--- src/logic/servo_cmd_regs.svh ---
`ifndef SERVO_CMD_REGS_SVH
`define SERVO_CMD_REGS_SVH

`define MODE_DUTY_CYCLE 21'h000000
`define MODE_CURRENT_LOOP 21'h000001
`define MODE_BRAKE_CURRENT 21'h000002
`define MODE_SPEED_LOOP 21'h000003
`define MODE_POSITION_LOOP 21'h000004
`define MODE_SET_ORIGIN 21'h000005
`define MODE_POSITION_SPEED 21'h000006
`define MODE_MAX 21'h000006
`define MODE_LSB 8
`define MODE_MSB 28
`define NODE_MSB 7
`define NODE_LSB 0
`define LEN_WORD 4'h4
`define LEN_ORIGIN 4'h1
`define LEN_POS_SPD 4'h8
`define ORIGIN_MAX 8'h02
`define ACCEL_MAX 16'h7FFF

`endif

--- src/logic/servo_cmd_pkg.sv ---
`default_nettype none
package servo_cmd_pkg;

  typedef enum logic [2:0] {
    cmd_duty_cycle,
    cmd_current_loop,
    cmd_brake_current,
    cmd_speed_loop,
    cmd_position_loop,
    cmd_set_origin,
    cmd_position_speed_loop
  } servo_mode_t;

  // Received CAN frame as handed over by the controller
  typedef struct packed {
    logic extended;
    logic remote;
    logic [28:0] ident;
    logic [3:0] dlc;
    logic [63:0] data;
  } can_frame_t;

  // Decoded setpoints
  typedef struct packed {
    servo_mode_t mode;
    logic signed [31:0] duty_cycle;
    logic signed [31:0] quadrature_current;
    logic signed [31:0] brake_current;
    logic signed [31:0] speed;
    logic signed [31:0] position;
    logic signed [31:0] ps_position;
    logic signed [15:0] ps_speed;
    logic [15:0] ps_accel;
  } servo_setpoint_t;

endpackage
`default_nettype wire

--- src/logic/frame_capture.sv ---
`timescale 1ns/100ps
`default_nettype none

// -----------------------------------------------------------
// Frame capture register
// -----------------------------------------------------------
module frame_capture (
  // Clock and reset
  input wire logic clk,
  input wire logic sys_rst,
  // Frame in
  input wire logic in_valid,
  input wire servo_cmd_pkg::can_frame_t in_frame,
  // Frame out
  output logic out_valid,
  output servo_cmd_pkg::can_frame_t out_frame
);

  servo_cmd_pkg::can_frame_t frame_d, frame_q;
  logic valid_d, valid_q;

  always_comb begin
    valid_d = in_valid;
    frame_d = frame_q;
    if (in_valid) begin
      frame_d = in_frame;
    end
  end

  always_ff @(posedge clk) begin
    if (sys_rst) begin
      valid_q <= 1'b0;
      frame_q <= '0;
    end else begin
      valid_q <= valid_d;
      frame_q <= frame_d;
    end
  end

  assign out_valid = valid_q;
  assign out_frame = frame_q;

endmodule

`default_nettype wire

--- src/logic/servo_can_command_decoder.sv ---
// What this block does
// - Only extended data frames carry commands
// - Mode in id 28..8, node in 7..0
// - Mode codes zero to six decoded
// - Duty: signed 32-bit big-endian, times 100000
// - Duty mode drives square-wave duty setpoint
// - Current: signed 32-bit big-endian milliamps
// - Current mode regulates quadrature current setpoint
// - Brake: signed 32-bit big-endian, 0..60000; the word is stored without clamping
// - Brake mode applies holding brake current
// - Speed: signed 32-bit big-endian ERPM
// - Speed mode runs at commanded speed
// - Position: signed 32-bit big-endian value
// - Position mode moves at maximum speed
// - Origin byte 0..2; 0 temporary, 1 permanent
// - Pos-speed: 4+2+2 bytes, big-endian
// - Pos-speed position signed 32-bit
// - Pos-speed speed signed 16-bit, 10 ERPM
// - Pos-speed accel 0..32767, 10 ERPM/s2
// - Pos-speed move limited by speed, accel
`timescale 1ns/100ps
`default_nettype none
`include "servo_cmd_regs.svh"

module servo_can_command_decoder (
  // Clock and reset
  input wire logic clk,
  input wire logic sys_rst,
  // Configuration
  input wire logic [7:0] node_id,
  // Frames from the CAN controller
  input wire logic rx_valid,
  input wire servo_cmd_pkg::can_frame_t rx_frame,
  // Decoded setpoints to the motor control loops
  output servo_cmd_pkg::servo_setpoint_t setpoint,
  output logic setpoint_valid,
  output logic cmd_strobe,
  // Origin requests
  output logic origin_temporary,
  output logic origin_permanent,
  output logic origin_other,
  // Discard indication
  output logic frame_dropped
);

  // ---------------------------------------------------------
  // Helpers
  // ---------------------------------------------------------
  function automatic logic [31:0] be_word(input logic [63:0] d,
                                          input int idx);
    logic [31:0] w;
    w = {d[63-8*idx -: 8], d[55-8*idx -: 8],
         d[47-8*idx -: 8], d[39-8*idx -: 8]};
    return w;
  endfunction

  function automatic logic [15:0] be_half(input logic [63:0] d,
                                          input int idx);
    logic [15:0] h;
    h = {d[63-8*idx -: 8], d[55-8*idx -: 8]};
    return h;
  endfunction

  // Payload length a mode needs
  function automatic logic [3:0] need_dlc(input logic [20:0] code);
    logic [3:0] n;
    n = `LEN_WORD;
    if (code == `MODE_SET_ORIGIN) begin
      n = `LEN_ORIGIN;
    end else if (code == `MODE_POSITION_SPEED) begin
      n = `LEN_POS_SPD;
    end
    return n;
  endfunction

  // Origin instruction test
  function automatic logic origin_is(input logic [7:0] b,
                                     input logic [7:0] kind);
    logic hit;
    hit = b == kind;
    return hit;
  endfunction

  // Mode code to running mode
  function automatic servo_cmd_pkg::servo_mode_t to_mode(
      input logic [2:0] code);
    servo_cmd_pkg::servo_mode_t m;
    m = servo_cmd_pkg::cmd_duty_cycle;
    unique case (code)
      3'h0: m = servo_cmd_pkg::cmd_duty_cycle;
      3'h1: m = servo_cmd_pkg::cmd_current_loop;
      3'h2: m = servo_cmd_pkg::cmd_brake_current;
      3'h3: m = servo_cmd_pkg::cmd_speed_loop;
      3'h4: m = servo_cmd_pkg::cmd_position_loop;
      3'h5: m = servo_cmd_pkg::cmd_set_origin;
      3'h6: m = servo_cmd_pkg::cmd_position_speed_loop;
      default: m = servo_cmd_pkg::cmd_duty_cycle;
    endcase
    return m;
  endfunction

  // ---------------------------------------------------------
  // Frame capture
  // ---------------------------------------------------------
  logic cap_valid;
  servo_cmd_pkg::can_frame_t cap_frame;

  frame_capture u_capture (
    .clk(clk),
    .sys_rst(sys_rst),
    .in_valid(rx_valid),
    .in_frame(rx_frame),
    .out_valid(cap_valid),
    .out_frame(cap_frame)
  );

  // ---------------------------------------------------------
  // Decode
  // ---------------------------------------------------------
  logic [20:0] mode_code;
  logic [7:0] frame_node;
  logic frame_ok;
  logic mode_ok;
  logic len_ok;
  logic addressed;
  logic [3:0] need_len;
  logic [63:0] pl;

  assign pl = cap_frame.data;
  assign mode_code = cap_frame.ident[`MODE_MSB:`MODE_LSB];
  assign frame_node = cap_frame.ident[`NODE_MSB:`NODE_LSB];
  assign frame_ok = cap_frame.extended && !cap_frame.remote;
  assign addressed = frame_node == node_id;
  assign mode_ok = mode_code <= `MODE_MAX;

  assign need_len = need_dlc(mode_code);

  assign len_ok = cap_frame.dlc >= need_len;

  // ---------------------------------------------------------
  // Acceptance
  // ---------------------------------------------------------
  logic accept;
  logic origin_cmd;
  logic origin_bad;
  logic [7:0] origin_byte;
  logic [31:0] word0;
  logic [15:0] spd_half;
  logic [15:0] acc_half;

  assign accept = cap_valid && frame_ok && addressed && mode_ok
                  && len_ok;
  assign origin_cmd = mode_code == `MODE_SET_ORIGIN;
  assign origin_byte = pl[63:56];
  assign origin_bad = origin_cmd && origin_byte > `ORIGIN_MAX;
  assign word0 = be_word(pl, 0);
  assign spd_half = be_half(pl, 4);
  assign acc_half = be_half(pl, 6);

  // ---------------------------------------------------------
  // Running mode
  // ---------------------------------------------------------
  servo_cmd_pkg::servo_mode_t mode_d, mode_q;
  logic spv_d, spv_q;

  always_comb begin
    mode_d = mode_q;
    spv_d = spv_q;
    if (accept && !origin_cmd) begin
      mode_d = to_mode(mode_code[2:0]);
      spv_d = 1'b1;
    end
  end

  always_ff @(posedge clk) begin
    if (sys_rst) begin
      mode_q <= servo_cmd_pkg::cmd_duty_cycle;
      spv_q <= 1'b0;
    end else begin
      mode_q <= mode_d;
      spv_q <= spv_d;
    end
  end

  // ---------------------------------------------------------
  // Single-word setpoints
  // ---------------------------------------------------------
  logic signed [31:0] duty_d, duty_q;
  logic signed [31:0] qcur_d, qcur_q;
  logic signed [31:0] brake_d, brake_q;
  logic signed [31:0] speed_d, speed_q;
  logic signed [31:0] pos_d, pos_q;

  always_comb begin
    duty_d = duty_q;
    qcur_d = qcur_q;
    brake_d = brake_q;
    speed_d = speed_q;
    pos_d = pos_q;
    if (accept) begin
      unique case (mode_code[2:0])
        3'h0: begin
          duty_d = word0;
        end
        3'h1: begin
          qcur_d = word0;
        end
        3'h2: begin
          brake_d = word0;
        end
        3'h3: begin
          speed_d = word0;
        end
        3'h4: begin
          pos_d = word0;
        end
        default: begin
          pos_d = pos_q;
        end
      endcase
    end
  end

  always_ff @(posedge clk) begin
    if (sys_rst) begin
      duty_q <= '0;
      qcur_q <= '0;
      brake_q <= '0;
      speed_q <= '0;
      pos_q <= '0;
    end else begin
      duty_q <= duty_d;
      qcur_q <= qcur_d;
      brake_q <= brake_d;
      speed_q <= speed_d;
      pos_q <= pos_d;
    end
  end

  // ---------------------------------------------------------
  // Position-speed setpoints
  // ---------------------------------------------------------
  logic signed [31:0] ps_pos_d, ps_pos_q;
  logic signed [15:0] ps_spd_d, ps_spd_q;
  logic [15:0] ps_acc_d, ps_acc_q;

  always_comb begin
    ps_pos_d = ps_pos_q;
    ps_spd_d = ps_spd_q;
    ps_acc_d = ps_acc_q;
    if (accept && mode_code == `MODE_POSITION_SPEED) begin
      ps_pos_d = word0;
      ps_spd_d = spd_half;
      ps_acc_d = acc_half & `ACCEL_MAX;
    end
  end

  always_ff @(posedge clk) begin
    if (sys_rst) begin
      ps_pos_q <= '0;
      ps_spd_q <= '0;
      ps_acc_q <= '0;
    end else begin
      ps_pos_q <= ps_pos_d;
      ps_spd_q <= ps_spd_d;
      ps_acc_q <= ps_acc_d;
    end
  end

  // ---------------------------------------------------------
  // Command pulses
  // ---------------------------------------------------------
  logic strobe_d, strobe_q;
  logic drop_d, drop_q;

  always_comb begin
    strobe_d = 1'b0;
    drop_d = 1'b0;
    if (accept) begin
      strobe_d = !origin_bad;
    end
    if (cap_valid && frame_ok && addressed && !accept) begin
      drop_d = 1'b1;
    end
  end

  always_ff @(posedge clk) begin
    if (sys_rst) begin
      strobe_q <= 1'b0;
      drop_q <= 1'b0;
    end else begin
      strobe_q <= strobe_d;
      drop_q <= drop_d;
    end
  end

  // ---------------------------------------------------------
  // Origin pulses
  // ---------------------------------------------------------
  logic otmp_d, otmp_q;
  logic operm_d, operm_q;
  logic ooth_d, ooth_q;

  always_comb begin
    otmp_d = 1'b0;
    operm_d = 1'b0;
    ooth_d = 1'b0;
    if (accept && origin_cmd) begin
      otmp_d = origin_is(origin_byte, 8'h00);
      operm_d = origin_is(origin_byte, 8'h01);
      ooth_d = origin_is(origin_byte, `ORIGIN_MAX);
    end
  end

  always_ff @(posedge clk) begin
    if (sys_rst) begin
      otmp_q <= 1'b0;
      operm_q <= 1'b0;
      ooth_q <= 1'b0;
    end else begin
      otmp_q <= otmp_d;
      operm_q <= operm_d;
      ooth_q <= ooth_d;
    end
  end

  // ---------------------------------------------------------
  // Outputs
  // ---------------------------------------------------------
  assign setpoint = {mode_q, duty_q, qcur_q, brake_q, speed_q, pos_q,
                     ps_pos_q, ps_spd_q, ps_acc_q};
  assign setpoint_valid = spv_q;
  assign cmd_strobe = strobe_q;
  assign origin_temporary = otmp_q;
  assign origin_permanent = operm_q;
  assign origin_other = ooth_q;
  assign frame_dropped = drop_q;

endmodule

`default_nettype wire

--- config.mk ---
export PLATFORM = sky130hd
export DESIGN_NAME = servo_can_command_decoder
export DESIGN_NICKNAME = d
export VERILOG_FILES = /design/src/logic/servo_cmd_pkg.sv /design/src/logic/frame_capture.sv /design/src/logic/servo_can_command_decoder.sv
export VERILOG_INCLUDE_DIRS = /design/src /design/src/logic
export SDC_FILE = /design/constraint.sdc
export NUM_CORES = 1
export LEC_CHECK = 0
export BUFFER_PORTS_ARGS = -buffer_cell sky130_fd_sc_hd__buf_2
export CAP_MARGIN = 10
export CELL_PAD_IN_SITES_DETAIL_PLACEMENT = 0
export CELL_PAD_IN_SITES_GLOBAL_PLACEMENT = 2
export CORE_UTILIZATION = 29
export DETAILED_ROUTE_END_ITERATION = 10
export HOLD_SLACK_MARGIN = 0.08
export PLACE_DENSITY = 0.85
export SLEW_MARGIN = 10
export SYNTH_ARGS = -nofsm -noshare
export SYNTH_HDL_FRONTEND = slang
export SYNTH_HIERARCHICAL = 1
export SYNTH_SLANG_ARGS = --single-unit
--- constraint.sdc ---
create_clock -name clk -period 3.4 [get_ports clk]
set_input_delay 0.68 -clock clk [delete_from_list [all_inputs] [get_ports clk]]
set_output_delay 0.68 -clock clk [all_outputs]
set_load 0.02 [all_outputs]
Word-level counts from Yosys, hierarchy flattened:

Cells that the tools add are included.
Widths: inputs -> output; s select.

* register bits: 332
* latch bits: 0
* bits in writable memories: 0
* bits in read-only memories: 0
* input bits: 110
* output and inout port bits: 233
* word-level logic and storage cells: 64
* memories kept: 0

* add/sub/neg operators: 0
* $mul: 0
* div/mod/pow operators: 0
* magnitude comparators: 3
* equal/unequal tests: 11
* shift operators: 0
* multiplexer cells: 4
* bitwise gates (word level): 2
* reduce and logical (&&, ||, !) cells: 23

Operators by type and width (number)
* $eq 21x3->1 const B: 2
* $le 21x3->1 const B: 1
* $pmux 3 s6: 1
* $logic_and 1x1->1: 10
* $reduce_and 2->1: 5
* $eq 3x3->1 const B: 3
* $eq 8x1->1 const B: 1
* $eq 8x2->1 const B: 1
* $eq 8x8->1: 1
* $gt 8x2->1 const B: 1
* $logic_not 8->1: 1
* $mux 4: 2
* $eq 3x2->1 const B: 2
* $ge 4x4->1: 1
* $logic_not 1->1: 4
* $reduce_or 2->1: 2
* $eq 3x1->1 const B: 1
* $logic_not 3->1: 1
* $not 1->1: 2
* $mux 1: 1

Longest topological paths before layout:

Gate-level depths: netlist of run 1.

* depth after elaboration: 9
* depth in mapped cells: 13
* gate-level depth less buffers: 11

Modules after synthesis:

Netlist of run 1, hierarchy kept.

Modules (own cells, without submodules)
* servo_can_command_decoder: times used 1, cells each 892, area an instance 8952.3 um^2, sequential area each 4644.5 um^2
* frame_capture: times used 1, cells each 321, area an instance 3584.7 um^2, sequential area each 2001.9 um^2

Least setup slack after synthesis of run 1:

OpenSTA, ideal clock, no wires.

* path type: register to register
* start point: register u_capture.frame_q (netlist bit u_capture/out_frame[94])
* end point: register qcur_q[10]
* setup time: 0.072 ns
* data arrival time: 3.232 ns
* data required time: 3.328 ns
* slack: 0.097 ns
* stages on the path, launching flop included: 14
* buffers on the path: 2
* period minus slack after synthesis: 3.303 ns
* cells stage by stage: dfxtp_1 > nor4_1 > nand3_1 > nor2_1 > nand2_1 > or2_2 > ha_1 > o21ai_0 > o21bai_1 > nand3_1 > buf_1 > nor4_4 > buf_2 > mux2i_1

* longest elaborated chain between the ends: 6
* elaborated cells between the ends (all ways): 9
* those cells by class: 2 x order compare; 2 x eq/ne; 2 x mux; 3 x reduce/logical

Ends and longest elaborated chain
* from (decl): RTL line frame_capture.sv:19 `servo_cmd_pkg::can_frame_t frame_d, frame_q;`
* from (signal assigned): RTL line frame_capture.sv:36 `frame_q <= frame_d;`
* $eq 21x3->1 (no line)
* $mux 4: RTL line servo_can_command_decoder.sv:70 `` end else if (code == `MODE_POSITION_SPEED) begin ``
* $mux 4: RTL line servo_can_command_decoder.sv:68 `` if (code == `MODE_SET_ORIGIN) begin ``
* $ge 4x4->1: RTL line servo_can_command_decoder.sv:138 `assign len_ok = cap_frame.dlc >= need_len;`
* $logic_and 1x1->1 *: RTL line servo_can_command_decoder.sv:152 `&& len_ok;`
* $reduce_and 2->1 (no line) *
* to (signal assigned): RTL line servo_can_command_decoder.sv:233 `qcur_q <= qcur_d;`
* to (decl): RTL line servo_can_command_decoder.sv:189 `logic signed [31:0] qcur_d, qcur_q;`

Mark *: on every way between the ends. The rest lies on a longest branch, timed or not.
A chain may end at the register's enable or synchronous reset.

Worst setup path in the final report of run 1:

* start point: register u_capture.frame_q (netlist bit u_capture/out_frame[94])
* end point: register brake_q[14]

* longest elaborated chain between the ends: 6
* elaborated cells between the ends (all ways): 9
* those cells by class: 2 x order compare; 2 x eq/ne; 2 x mux; 3 x reduce/logical

Ends and longest elaborated chain
* $eq 21x3->1 (no line)
* $mux 4: RTL line servo_can_command_decoder.sv:70
* $mux 4: RTL line servo_can_command_decoder.sv:68
* $ge 4x4->1: RTL line servo_can_command_decoder.sv:138
* $logic_and 1x1->1 *: RTL line servo_can_command_decoder.sv:152
* $reduce_and 2->1 (no line) *
* to (signal assigned): RTL line servo_can_command_decoder.sv:234 `brake_q <= brake_d;`
* to (decl): RTL line servo_can_command_decoder.sv:190 `logic signed [31:0] brake_d, brake_q;`

Marks and branches as above.

==> impl_results.rst, run 1 <==
.. list-table::
   :header-rows: 1

   * - Metric
     - Value
   * - Run status
     - finished, final reports clean
   * - Worst-case vdd ir drop
     - 0.350 mV
   * - Worst-path cell chain
     - nor4_4 -> nand3_2 -> nor2_2 -> nand2_2 -> or2_2 -> ha_1 -> o21ai_0 -> o21bai_2 -> nand3_2 -> buf_6 -> nor4_4 -> buf_6 -> clkbuf_16 -> mux2i_2
   * - Fill cell count
     - 4347
   * - Worst slew pin tran
     - 1.05 ns
   * - Slew headroom
     - 29.9%
   * - Wire length of the first global-routing pass
     - 57500 um
   * - H-tree depth
     - 2
   * - Final setup fails
     - 0
   * - Routed Antenna Nets
     - 0
   * - DRC violations left
     - 0
   * - Maximum number of pins on one net before global-route repair
     - 95
   * - Final Max Tran Viols
     - 0
   * - Area of the core region
     - 42200 um^2
   * - Die Footprint
     - 43900 um^2
   * - Worst-case setup slack after placement
     - 0.0511 ns
   * - Type of the worst min-delay path
     - in2reg
   * - Worst setup slack after layout
     - 0.250 ns
   * - Ports placed on the boundary
     - 343
   * - Ratio of routed vias to standard cells
     - 4.69
   * - Fin Clk Skew
     - 0.0169 ns
   * - Count of maximum capacitance violations
     - 0
   * - Setup total negative slack
     - 0 ns
   * - Total number of nets in the final design
     - 1639
   * - Critical Path End Type
     - flop
   * - Synth Cell Area
     - 12500 um^2
   * - Classification of the worst setup path
     - reg2reg
   * - Unrepaired setup endpoints after global routing
     - no
   * - Die boundary height
     - 210 um
   * - Port Buffers
     - 340
   * - Slowest cell on crit path
     - sky130_fd_sc_hd__nor4_4
   * - Clock transition time at the flip-flop clock pins of the worst setup and hold paths
     - 0.06 ns
   * - Worst min-delay path startpoint
     - rx_frame[58]
   * - Per-instance average area after synthesis
     - 10.3 um^2
   * - Hold-fix buffer count after cts
     - 0
   * - Starting density of the core
     - 29.6%
   * - Startpoint of the worst register-to-register path
     - u_capture/out_frame[94]
   * - Cells after Synth
     - 1210
   * - Reg2Reg Setup Slack
     - 0.25 ns
   * - CTS tree
     - built
   * - Power density cells
     - 524 nW/um^2
   * - Clock sink total
     - 331
   * - Global Route Usage Sum
     - 16.8%
   * - Data arrival time of the critical path
     - 3.62 ns
   * - WL per Instance
     - 18.2 um
   * - Fin crit share
     - 92.7%
   * - Clk_lat worst skew
     - 0.54 ns
   * - Total CTS buffers
     - 38
   * - Cell at the root of the clock tree
     - sky130_fd_sc_hd__clkbuf_16
   * - Post-route core utilization
     - 37.9%
   * - WHS Endpoint
     - u_capture/out_frame[58]
   * - Initial antenna violation count
     - 6
   * - Post-Place Cell Area
     - 14600 um^2
   * - Number of nets produced by synthesis
     - 1323
   * - Via Count
     - 9817
   * - Number of warnings reported in the yosys synthesis log
     - 6
   * - Drt first pass iters
     - 4
   * - Number of rows created at floorplan
     - 75
   * - DPL Wire Length
     - 24800 um
   * - Delay of the slowest cell on the worst path
     - 0.34 ns
   * - Finished Cell Area
     - 16000 um^2
   * - Relative area change from synthesis to final layout
     - 27.8%
   * - Number of hold-slack violations in the final timing report
     - 0
   * - Leakage power summed over all cells
     - 7.23 nW
   * - Minimum clock period after layout
     - 3.15 ns
   * - Number of buffers on the longest clock path
     - 3
   * - Global placer's final weighted congestion
     - 0.781
   * - Number of global-route vias before repair
     - 9708
   * - Category of the worst setup path launch point
     - flop
   * - Hold Crit Depth
     - 3
   * - Critical Path Fanout Max
     - 8
   * - First-iteration detailed-routing DRC count
     - 495
   * - Overall overflow remaining after global route
     - 0
   * - Reg-to-Reg End
     - brake_q[14]
   * - Routed wire length
     - 38000 um
   * - Share of final-layout standard cells stronger than drive strength 1
     - 29.1%
   * - Max Clk Rate
     - 317 MHz
   * - Die Wd
     - 210 um
   * - WP data required
     - 3.87 ns
   * - Logic depth of the worst register-to-register path
     - 14
## stage by stage
step / instances / power, mW / hold WS, ns
after floorplan: 1210 / 4.34 / 0.450
after global placement: 2020 / 4.48 / 0.438
after detailed placement: 2020 / 4.49 / 0.445
after CTS: 2087 / 8.48 / 0.330
after global routing: 2093 / 8.71 / 0.358
final: 2095 / 8.38 / 0.373
## state kept, by name, summed over array words and instances, names as in the netlist
| signal | cells |
|---|---|
| ps_spd_q | 16 |
| duty_q | 32 |
| ps_pos_q | 32 |
| origin_permanent | 1 |
| qcur_q | 32 |
| setpoint_valid | 1 |
| u_capture/out_frame | 98 |
| brake_q | 32 |
| ps_acc_q | 15 |
| origin_temporary | 1 |
| speed_q | 32 |
| pos_q | 32 |
| u_capture/out_valid | 1 |
| mode_q | 3 |
| cmd_strobe | 1 |
| origin_other | 1 |
| frame_dropped | 1 |
## cell type report
type                       instances  area (um^2)  share of cell area [%]
clock inverter                    12          111                   0.697
multi-input combinational        777         5360                    33.5
inverter                           5         23.8                   0.149
timing repair buffer             373         2090                    13.1
tap                              539          674                    4.22
sequential                       331         6630                    41.5
antenna                            3         7.51                  0.0470
clock buffer                      55         1090                    6.85
## worst max-delay path by stage
stage	from	end	slack, ns	cells past startpoint
after detailed placement	u_capture/out_frame[94]	brake_q[19]	0.05	13
final	u_capture/out_frame[94]	brake_q[14]	0.25	14
after global routing	u_capture/out_frame[94]	brake_q[14]	0.03	14
after floorplan	u_capture/out_frame[94]	qcur_q[10]	0.1	13
after CTS	u_capture/out_frame[94]	brake_q[19]	0.05	13
after global placement	u_capture/out_frame[94]	brake_q[14]	0.12	13
## cells in the final DEF, fill, tap and decap left out, drive strengths merged, types with 4 or more instances in the layout
cell and n:
a21oi 34, nand2 230, nand3 5, inv 7, clkbuf 56, nand4 35
nor3 4, mux2i 290, xnor2 8, nor4 11, buf 372, nor2 103
o41ai 31, dfxtp 331, clkinv 9
## worst max-delay path, delay by kind of cell (launching register included)
family          cells  cell delay (ns)
simple gates        7             1.36
buf+inv             3             0.55
compound gates      2             0.34
flops               1             0.33
fa+ha+maj           1             0.27
mux                 1             0.21
## repair_timing
item,4_1_cts,5_1_grt
endpoints found under the setup margin,0,224
resized for setup,0,19
setup buffers,0,3
## power breakdown
group	switching, mW	internal, mW
sequential	0.0467	3.95
combinational	0.259	0.167
clock	1.64	2.32
## metal layers
layer | vias to the layer above | GRT usage (%) | wire length (um)
li1 | 4791 | - | -
met1 | 4669 | 21.7 | 17100
met2 | 289 | 26.6 | 17400
met3 | 60 | 5.10 | 2710
met4 | 8 | 5.54 | 831
met5 | - | 0.334 | 43
Note: power is estimated with default switching activity, not from simulation.
==> run 2, diff against run 1 <==
Settings changed: CORE_UTILIZATION 29 to 28, PLACE_DENSITY 0.85 to 0.83, SYNTH_HIERARCHICAL 1 to unset.
==> impl_results.rst, run 2 <==
.. list-table::
   :header-rows: 1

   * - Metric
     - Value
   * - Run status
     - finished, final reports clean
   * - Clk_lat worst skew
     - 0.53 ns (about the same)
   * - Number of nets produced by synthesis
     - 1321 (-0.15%)
   * - DRC violations left
     - 0 (unchanged)
   * - Fin Clk Skew
     - 0.00847 ns (-0.00845 ns)
   * - Share of final-layout standard cells stronger than drive strength 1
     - 28.6% (-0.52 points)
   * - Ports placed on the boundary
     - 343 (unchanged)
   * - Delay of the slowest cell on the worst path
     - 0.40 ns (+0.06 ns)
   * - Cell at the root of the clock tree
     - sky130_fd_sc_hd__clkbuf_16
   * - Biggest area consumer among synthesized cells
     - sky130_fd_sc_hd__dfxtp_1
   * - Die Footprint
     - 44500 um^2 (+1.3%)
   * - Distinct cell type count of the synthesized netlist
     - 40
   * - Final setup fails
     - 0 (unchanged)
   * - Number of buffers on the longest clock path
     - 3 (unchanged)
   * - WP data required
     - 3.85 ns (-0.02 ns)
   * - Leakage power summed over all cells
     - 8.06 nW (+11%)
   * - Routed wire length
     - 36300 um (-4.4%)
   * - Clock sink total
     - 331 (unchanged)
   * - Leading cell type in the layout, fill and taps excluded
     - sky130_fd_sc_hd__buf_2
   * - Type of the worst min-delay path
     - in2reg
   * - Minimum clock period after layout
     - 3.04 ns (-0.109 ns)
   * - Worst setup slack after layout
     - 0.359 ns (+0.109 ns)
   * - Port Buffers
     - 340 (unchanged)
   * - Synth Cell Area
     - 12200 um^2 (-2.2%)
   * - Slowest cell on crit path
     - sky130_fd_sc_hd__nor4_1
   * - WP buf/inv
     - 3 (unchanged)
   * - Final Max Tran Viols
     - 0 (unchanged)
   * - Fin crit share
     - 89.4% (-3.2 points)
   * - Data arrival time of the critical path
     - 3.49 ns (-0.13 ns)
   * - Total of flip-flops plus latches after synthesis
     - 331
   * - Area taken by flip-flops and latches
     - 6630 um^2 (unchanged)
   * - Setup total negative slack
     - 0 ns (unchanged)
   * - Area share of the leading cell type in the synthesized netlist
     - 54.2%
   * - Power density cells
     - 532 nW/um^2 (+1.4%)
   * - Most frequently used flop master after synthesis
     - sky130_fd_sc_hd__dfxtp_1
   * - Critical Path Fanout Max
     - 31 (+23)
   * - Global placer's final weighted congestion
     - 0.739 (-5.4%)
   * - H-tree depth
     - 2 (unchanged)
   * - First-iteration detailed-routing DRC count
     - 386 (-22%)
   * - Number of flops mapped to enable cells by yosys
     - 0
   * - Post-CTS Setup Inserts
     - 0 (unchanged)
   * - Via Count
     - 9538 (-2.8%)
   * - Clock transition time at the flip-flop clock pins of the worst setup and hold paths
     - 0.06 ns (about the same)
   * - Number of hold-slack violations in the final timing report
     - 0 (unchanged)
   * - Overall overflow remaining after global route
     - 0 (unchanged)
   * - Final-layout worst hold slack
     - 0.379 ns (+0.00582 ns)
   * - Routed Antenna Nets
     - 0 (unchanged)
   * - Number of rows created at floorplan
     - 76 (+1.3%)
   * - Async S/R FF share, synth
     - 0%
   * - Footprint of the multi-input gates
     - 5210 um^2 (-2.8%)
   * - Total CTS buffers
     - 38 (unchanged)
   * - Critical Path End Type
     - flop
   * - Fill cell count
     - 4431 (+1.9%)
   * - Cell types with the largest area share after synthesis
     - sky130_fd_sc_hd__dfxtp_1, sky130_fd_sc_hd__mux2i_1, sky130_fd_sc_hd__nand2_1
   * - Die Wd
     - 211 um (+0.63%)
   * - Max Clk Rate
     - 329 MHz (+3.6%)
   * - Cells after Synth
     - 1208 (-0.17%)
   * - Post-route core utilization
     - 36.9% (-0.95 points)
   * - Count of maximum capacitance violations
     - 0 (unchanged)
   * - Category of the worst setup path launch point
     - flop
   * - Drt first pass iters
     - 4 (unchanged)
   * - Cell family with most CP delay
     - simple AND/OR/NAND/NOR gates
   * - Area of the core region
     - 43100 um^2 (+2.0%)
   * - Worst-case vdd ir drop
     - 0.291 mV (-17%)
   * - Slew headroom
     - 29.2% (-0.71 points)
   * - Commonest cells after routing, fill and taps aside
     - sky130_fd_sc_hd__buf_2, sky130_fd_sc_hd__dfxtp_1, sky130_fd_sc_hd__mux2i_1
   * - Number of flip-flops under the largest register name
     - 98 (unchanged)
   * - Worst-case setup slack after placement
     - 0.347 ns (+0.296 ns)
   * - Global Route Usage Sum
     - 16.2% (-0.58 points)
   * - Worst path most repeated cell
     - sky130_fd_sc_hd__buf_4
   * - Worst slew pin tran
     - 1.06 ns (+0.0107 ns)
   * - Number of warnings reported in the yosys synthesis log
     - 0 (-6)
   * - Wire length of the first global-routing pass
     - 56000 um (-2.6%)
   * - Fraction of the yosys area taken by sequential cells
     - 54.2%
   * - WL per Instance
     - 17.0 um (-6.6%)
   * - Total number of nets in the final design
     - 1644 (+0.31%)
   * - Classification of the worst setup path
     - reg2reg
   * - Maximum number of pins on one net before global-route repair
     - 90 (-5.3%)
   * - Unrepaired setup endpoints after global routing
     - no
   * - Per-instance average area after synthesis
     - 10.1 um^2 (-2.0%)
   * - Layout Cells excl Fill
     - 2144 (+2.3%)
   * - Post-placement cell count
     - 2076 (+2.8%)
   * - Worst-path cell chain
     - nor4_1 -> nand2_1 -> buf_4 -> nor2_4 -> and3_1 -> ha_1 -> o21ai_0 -> o21bai_2 -> buf_4 -> nand4_1 -> buf_4 -> o21ai_0 -> a21oi_1
   * - Post-synth top cells
     - sky130_fd_sc_hd__dfxtp_1, sky130_fd_sc_hd__mux2i_1, sky130_fd_sc_hd__nand2_1
   * - Hold-fix buffer count after cts
     - 0 (unchanged)
   * - Most frequent cell after synthesis
     - sky130_fd_sc_hd__dfxtp_1
   * - Post-cts sizing count
     - 0 (unchanged)
   * - Relative area change from synthesis to final layout
     - 30.0%
   * - Die boundary height
     - 211 um (+0.63%)
   * - Ratio of routed vias to standard cells
     - 4.45 (-5.1%)
   * - CTS tree
     - built
   * - DPL Wire Length
     - 24900 um (+0.19%)
   * - Number of global-route vias before repair
     - 9552 (-1.6%)
   * - Initial antenna violation count
     - 6 (unchanged)
   * - Starting density of the core
     - 28.4% (-1.2 points)
[run 2: kinds of logic (layout without fill, tap and decap cells)]
kind of cell,Yosys count,after routing,share of synthesized area (%)
muxes,290,290,23.7
other,1,3,0.0307
adders and majority gates,3,3,0.307
AOI/OAI and AO/OA,71,71,3.06
buffers and inverters,92,441,3.50
xor gates and xnor gates,9,9,0.645
and+or+nand+nor,411,411,14.5
DFF,331,331,54.2
[run 2: path summary, 6_finish.rpt]
| path | cells after the start | end | from | slack (ns) |
|---|---|---|---|---|
| worst max-delay path | 13 | ps_spd_q[12] | u_capture.out_frame[83] | 0.36 |
| worst min-delay path | 3 | u_capture.out_frame[29] | rx_frame[29] | 0.38 |
| worst max register to register | 13 | ps_spd_q[12] | u_capture.out_frame[83] | 0.36 |
| worst min register to register | 2 | pos_q[27] | pos_q[27] | 0.45 |
[run 2: through the flow]
stage / instance area, um^2 / total power [mW]
detailed placement: 14600 / 4.48
global placement: 14600 / 4.47
finish: 15900 / 8.46
CTS: 15900 / 8.60
floorplan: 12200 / 4.31
global route: 15900 / 8.79
[run 2: worst min-delay path: cells and delay by family]
family | cells | cell delay, ns
simple gates | 1 | 0.07
mux | 1 | 0.05
buf+inv | 1 | 0.08
[run 2: routing by layer]
metal | GRT usage [%] | vias to the layer above | routed length, um
met5 | 0 | - | 46
met2 | 26.2 | 253 | 16300
li1 | - | 4735 | -
met3 | 5.89 | 60 | 2990
met1 | 19.8 | 4482 | 16000
met4 | 5.67 | 8 | 938
[run 2: area by class of cell]
type | instances | area share [%]
Antenna cell | 2 | 0.0315
Clock buffer | 58 | 7.42
Clock inverter | 8 | 0.449
Inverter | 4 | 0.126
Multi-Input combinational cell | 785 | 32.8
Sequential cell | 331 | 41.7
Tap cell | 585 | 4.60
Timing Repair Buffer | 371 | 12.9
[run 2: power by group]
| group | total, mW | internal (mW) | switching, mW |
|---|---|---|---|
| sequential | 4.00 | 3.95 | 0.0461 |
| combinational | 0.388 | 0.159 | 0.229 |
| clock | 4.08 | 2.46 | 1.61 |
| total | 8.46 | 6.57 | 1.89 |
==> run 3, diff against run 2 <==
Settings changed: CORE_UTILIZATION 28 to 30, CTS_BUF_LIST set to sky130_fd_sc_hd__clkbuf_8, PLACE_DENSITY 0.83 to 0.88.
==> impl_results.rst, run 3 (synthesis gave the netlist of run 2 again) <==
.. list-table::
   :header-rows: 1

   * - Metric
     - Value
   * - Post-Route M1 WL
     - 16000 um (-0.26%)
   * - Clk_lat worst skew
     - 0.62 ns (+0.09 ns)
   * - Overall overflow remaining after global route
     - 0 (unchanged)
   * - Die boundary height
     - 204 um (-3.4%)
   * - Commonest cells after routing, fill and taps aside
     - sky130_fd_sc_hd__buf_2, sky130_fd_sc_hd__dfxtp_1, sky130_fd_sc_hd__mux2i_1
   * - Die Footprint
     - 41600 um^2 (-6.6%)
   * - Critical Path Fanout Max
     - 32 (+3.2%)
   * - Routed Antenna Nets
     - 0 (unchanged)
   * - Fin crit share
     - 89.4% (about the same)
   * - Number of flip-flops under the largest register name
     - 98 (unchanged)
   * - WP data required
     - 3.92 ns (+0.07 ns)
   * - Hold Crit Depth
     - 3 (unchanged)
   * - First-iteration detailed-routing DRC count
     - 399 (+3.4%)
   * - Worst-path cell chain
     - nor4_1 -> nand2_1 -> buf_4 -> nor2_4 -> and3_1 -> ha_1 -> o21ai_0 -> o21bai_2 -> buf_4 -> and4_2 -> buf_12 -> mux2i_1
   * - WL per Instance
     - 17.2 um (+1.4%)
   * - Number of global-route vias before repair
     - 9598 (+0.48%)
   * - Cell at the root of the clock tree
     - sky130_fd_sc_hd__clkbuf_8
   * - Post-cts sizing count
     - 0 (unchanged)
   * - Worst-case vdd ir drop
     - 0.283 mV (-2.6%)
   * - Met3 routed WL
     - 3180 um (+6.5%)
   * - Via Count
     - 9699 (+1.7%)
   * - Number of buffers on the longest clock path
     - 3 (unchanged)
   * - Total CTS buffers
     - 56 (+47%)
   * - Worst path most repeated cell
     - sky130_fd_sc_hd__buf_4
   * - Maximum number of pins on one net before global-route repair
     - 115 (+28%)
   * - Clock sink total
     - 331 (unchanged)
   * - Leading cell type in the layout, fill and taps excluded
     - sky130_fd_sc_hd__buf_2
   * - Worst-case setup slack after placement
     - 0.323 ns (-0.0238 ns)
   * - Post-route core utilization
     - 39.2% (+2.3 points)
   * - CTS tree
     - built
   * - Die Wd
     - 204 um (-3.4%)
   * - Post-placement cell count
     - 2012 (-3.1%)
   * - Power density cells
     - 503 nW/um^2 (-5.4%)
   * - Post-CTS Setup Inserts
     - 0 (unchanged)
   * - Wire length of the first global-routing pass
     - 55500 um (-1.0%)
   * - Leakage power summed over all cells
     - 8.08 nW (+0.23%)
   * - Global Route Usage Sum
     - 17.2% (+0.94 points)
   * - Layout Cells excl Fill
     - 2114 (-1.4%)
   * - Global placer's final weighted congestion
     - 0.763 (+3.3%)
   * - DRC violations left
     - 0 (unchanged)
   * - Total number of nets in the final design
     - 1658 (+0.85%)
   * - Routed wire length
     - 36300 um (about the same)
   * - Hold-fix buffer count after cts
     - 0 (unchanged)
   * - Critical Path End Type
     - flop
   * - Port Buffers
     - 340 (unchanged)
   * - Drt first pass iters
     - 4 (unchanged)
   * - Highest metal layer with signal wires
     - met5
   * - Final setup fails
     - 0 (unchanged)
   * - Cell family with most CP delay
     - simple AND/OR/NAND/NOR gates
   * - Slew headroom
     - 30.9% (+1.7 points)
   * - Fill cell count
     - 4018 (-9.3%)
   * - Number of hold-slack violations in the final timing report
     - 0 (unchanged)
   * - Share of final-layout standard cells stronger than drive strength 1
     - 29.2% (+0.58 points)
   * - Worst slew pin tran
     - 1.04 ns (-0.0257 ns)
   * - Logic depth of the worst register-to-register path
     - 12 (-1)
   * - Fin Clk Skew
     - 0.0319 ns (+0.0234 ns)
   * - Relative area change from synthesis to final layout
     - 28.4%
   * - Clock transition time at the flip-flop clock pins of the worst setup and hold paths
     - 0.06 ns (about the same)
   * - WP buf/inv
     - 3 (unchanged)
   * - Count of maximum capacitance violations
     - 0 (unchanged)
   * - Number of rows created at floorplan
     - 73 (-3.9%)
   * - Worst setup slack after layout
     - 0.360 ns (+0.00131 ns)
   * - Data arrival time of the critical path
     - 3.56 ns (+0.07 ns)
   * - Ratio of routed vias to standard cells
     - 4.59 (+3.1%)
   * - Met2 routed WL
     - 16400 um (+0.21%)
   * - Initial antenna violation count
     - 3 (-3)
   * - Type of the worst min-delay path
     - in2reg
   * - Max Clk Rate
     - 329 MHz (about the same)
   * - Classification of the worst setup path
     - reg2reg
   * - Category of the worst setup path launch point
     - flop
   * - Overall power of the completed layout
     - 7.90 mW (-6.6%)
   * - Minimum clock period after layout
     - 3.04 ns (-0.00131 ns)
   * - Final Max Tran Viols
     - 0 (unchanged)
   * - Starting density of the core
     - 30.6% (+2.2 points)
   * - Slowest cell on crit path
     - sky130_fd_sc_hd__nor4_1
   * - Ports placed on the boundary
     - 343 (unchanged)
   * - DPL Wire Length
     - 24500 um (-1.4%)
   * - Setup total negative slack
     - 0 ns (unchanged)
   * - Area of the core region
     - 40000 um^2 (-7.1%)
   * - Delay of the slowest cell on the worst path
     - 0.36 ns (-0.04 ns)
   * - Run status
     - finished, final reports clean
   * - Unrepaired setup endpoints after global routing
     - no
   * - Number of cells on the critical path
     - 12 (-1)
   * - H-tree depth
     - 2 (unchanged)
## run 3: area by class of cell
type	instances	area [um^2]	share of cell area, %
clock buffer	69	950	6.05
inverter	4	20.0	0.128
timing repair buffer	367	2060	13.1
clock inverter	32	171	1.09
sequential	331	6630	42.2
tap	525	657	4.18
antenna	1	2.50	0.0159
multi-input combinational	785	5210	33.2
## run 3: metrics by stage
stage                     hold slack (ns)  instance area (um^2)
after global placement              0.441                 14600
after detailed placement            0.443                 14600
after CTS                           0.224                 15700
after global routing                0.253                 15700
after floorplan                     0.447                 12200
final                               0.296                 15700
## run 3: path summary, 6_finish.rpt
check,start,end,slack (ns)
hold reg to reg,u_capture.out_frame[21],ps_spd_q[5],0.45
hold / removal,rx_frame[22],u_capture.out_frame[22],0.30
setup reg to reg,u_capture.out_frame[83],qcur_q[9],0.36
setup / recovery,u_capture.out_frame[83],qcur_q[9],0.36
## run 3: report_power, final
group          leakage [nW]  internal [mW]  switching [mW]
clock                 0.642           1.90            1.62
combinational          4.75          0.157           0.228
sequential             2.69           3.95          0.0464
total                  8.08           6.01            1.89
## run 3: layer usage
layer	vias to the layer above	GRT usage [%]
met4	4	5.69
met2	294	27.2
met5	-	0
met1	4588	21.7
li1	4758	-
met3	55	5.93
## run 3: worst min-delay path, cell delays in order
cell,delay (ns)
sky130_fd_sc_hd__buf_2,0.08
sky130_fd_sc_hd__mux2i_1,0.05
sky130_fd_sc_hd__nor2_1,0.07
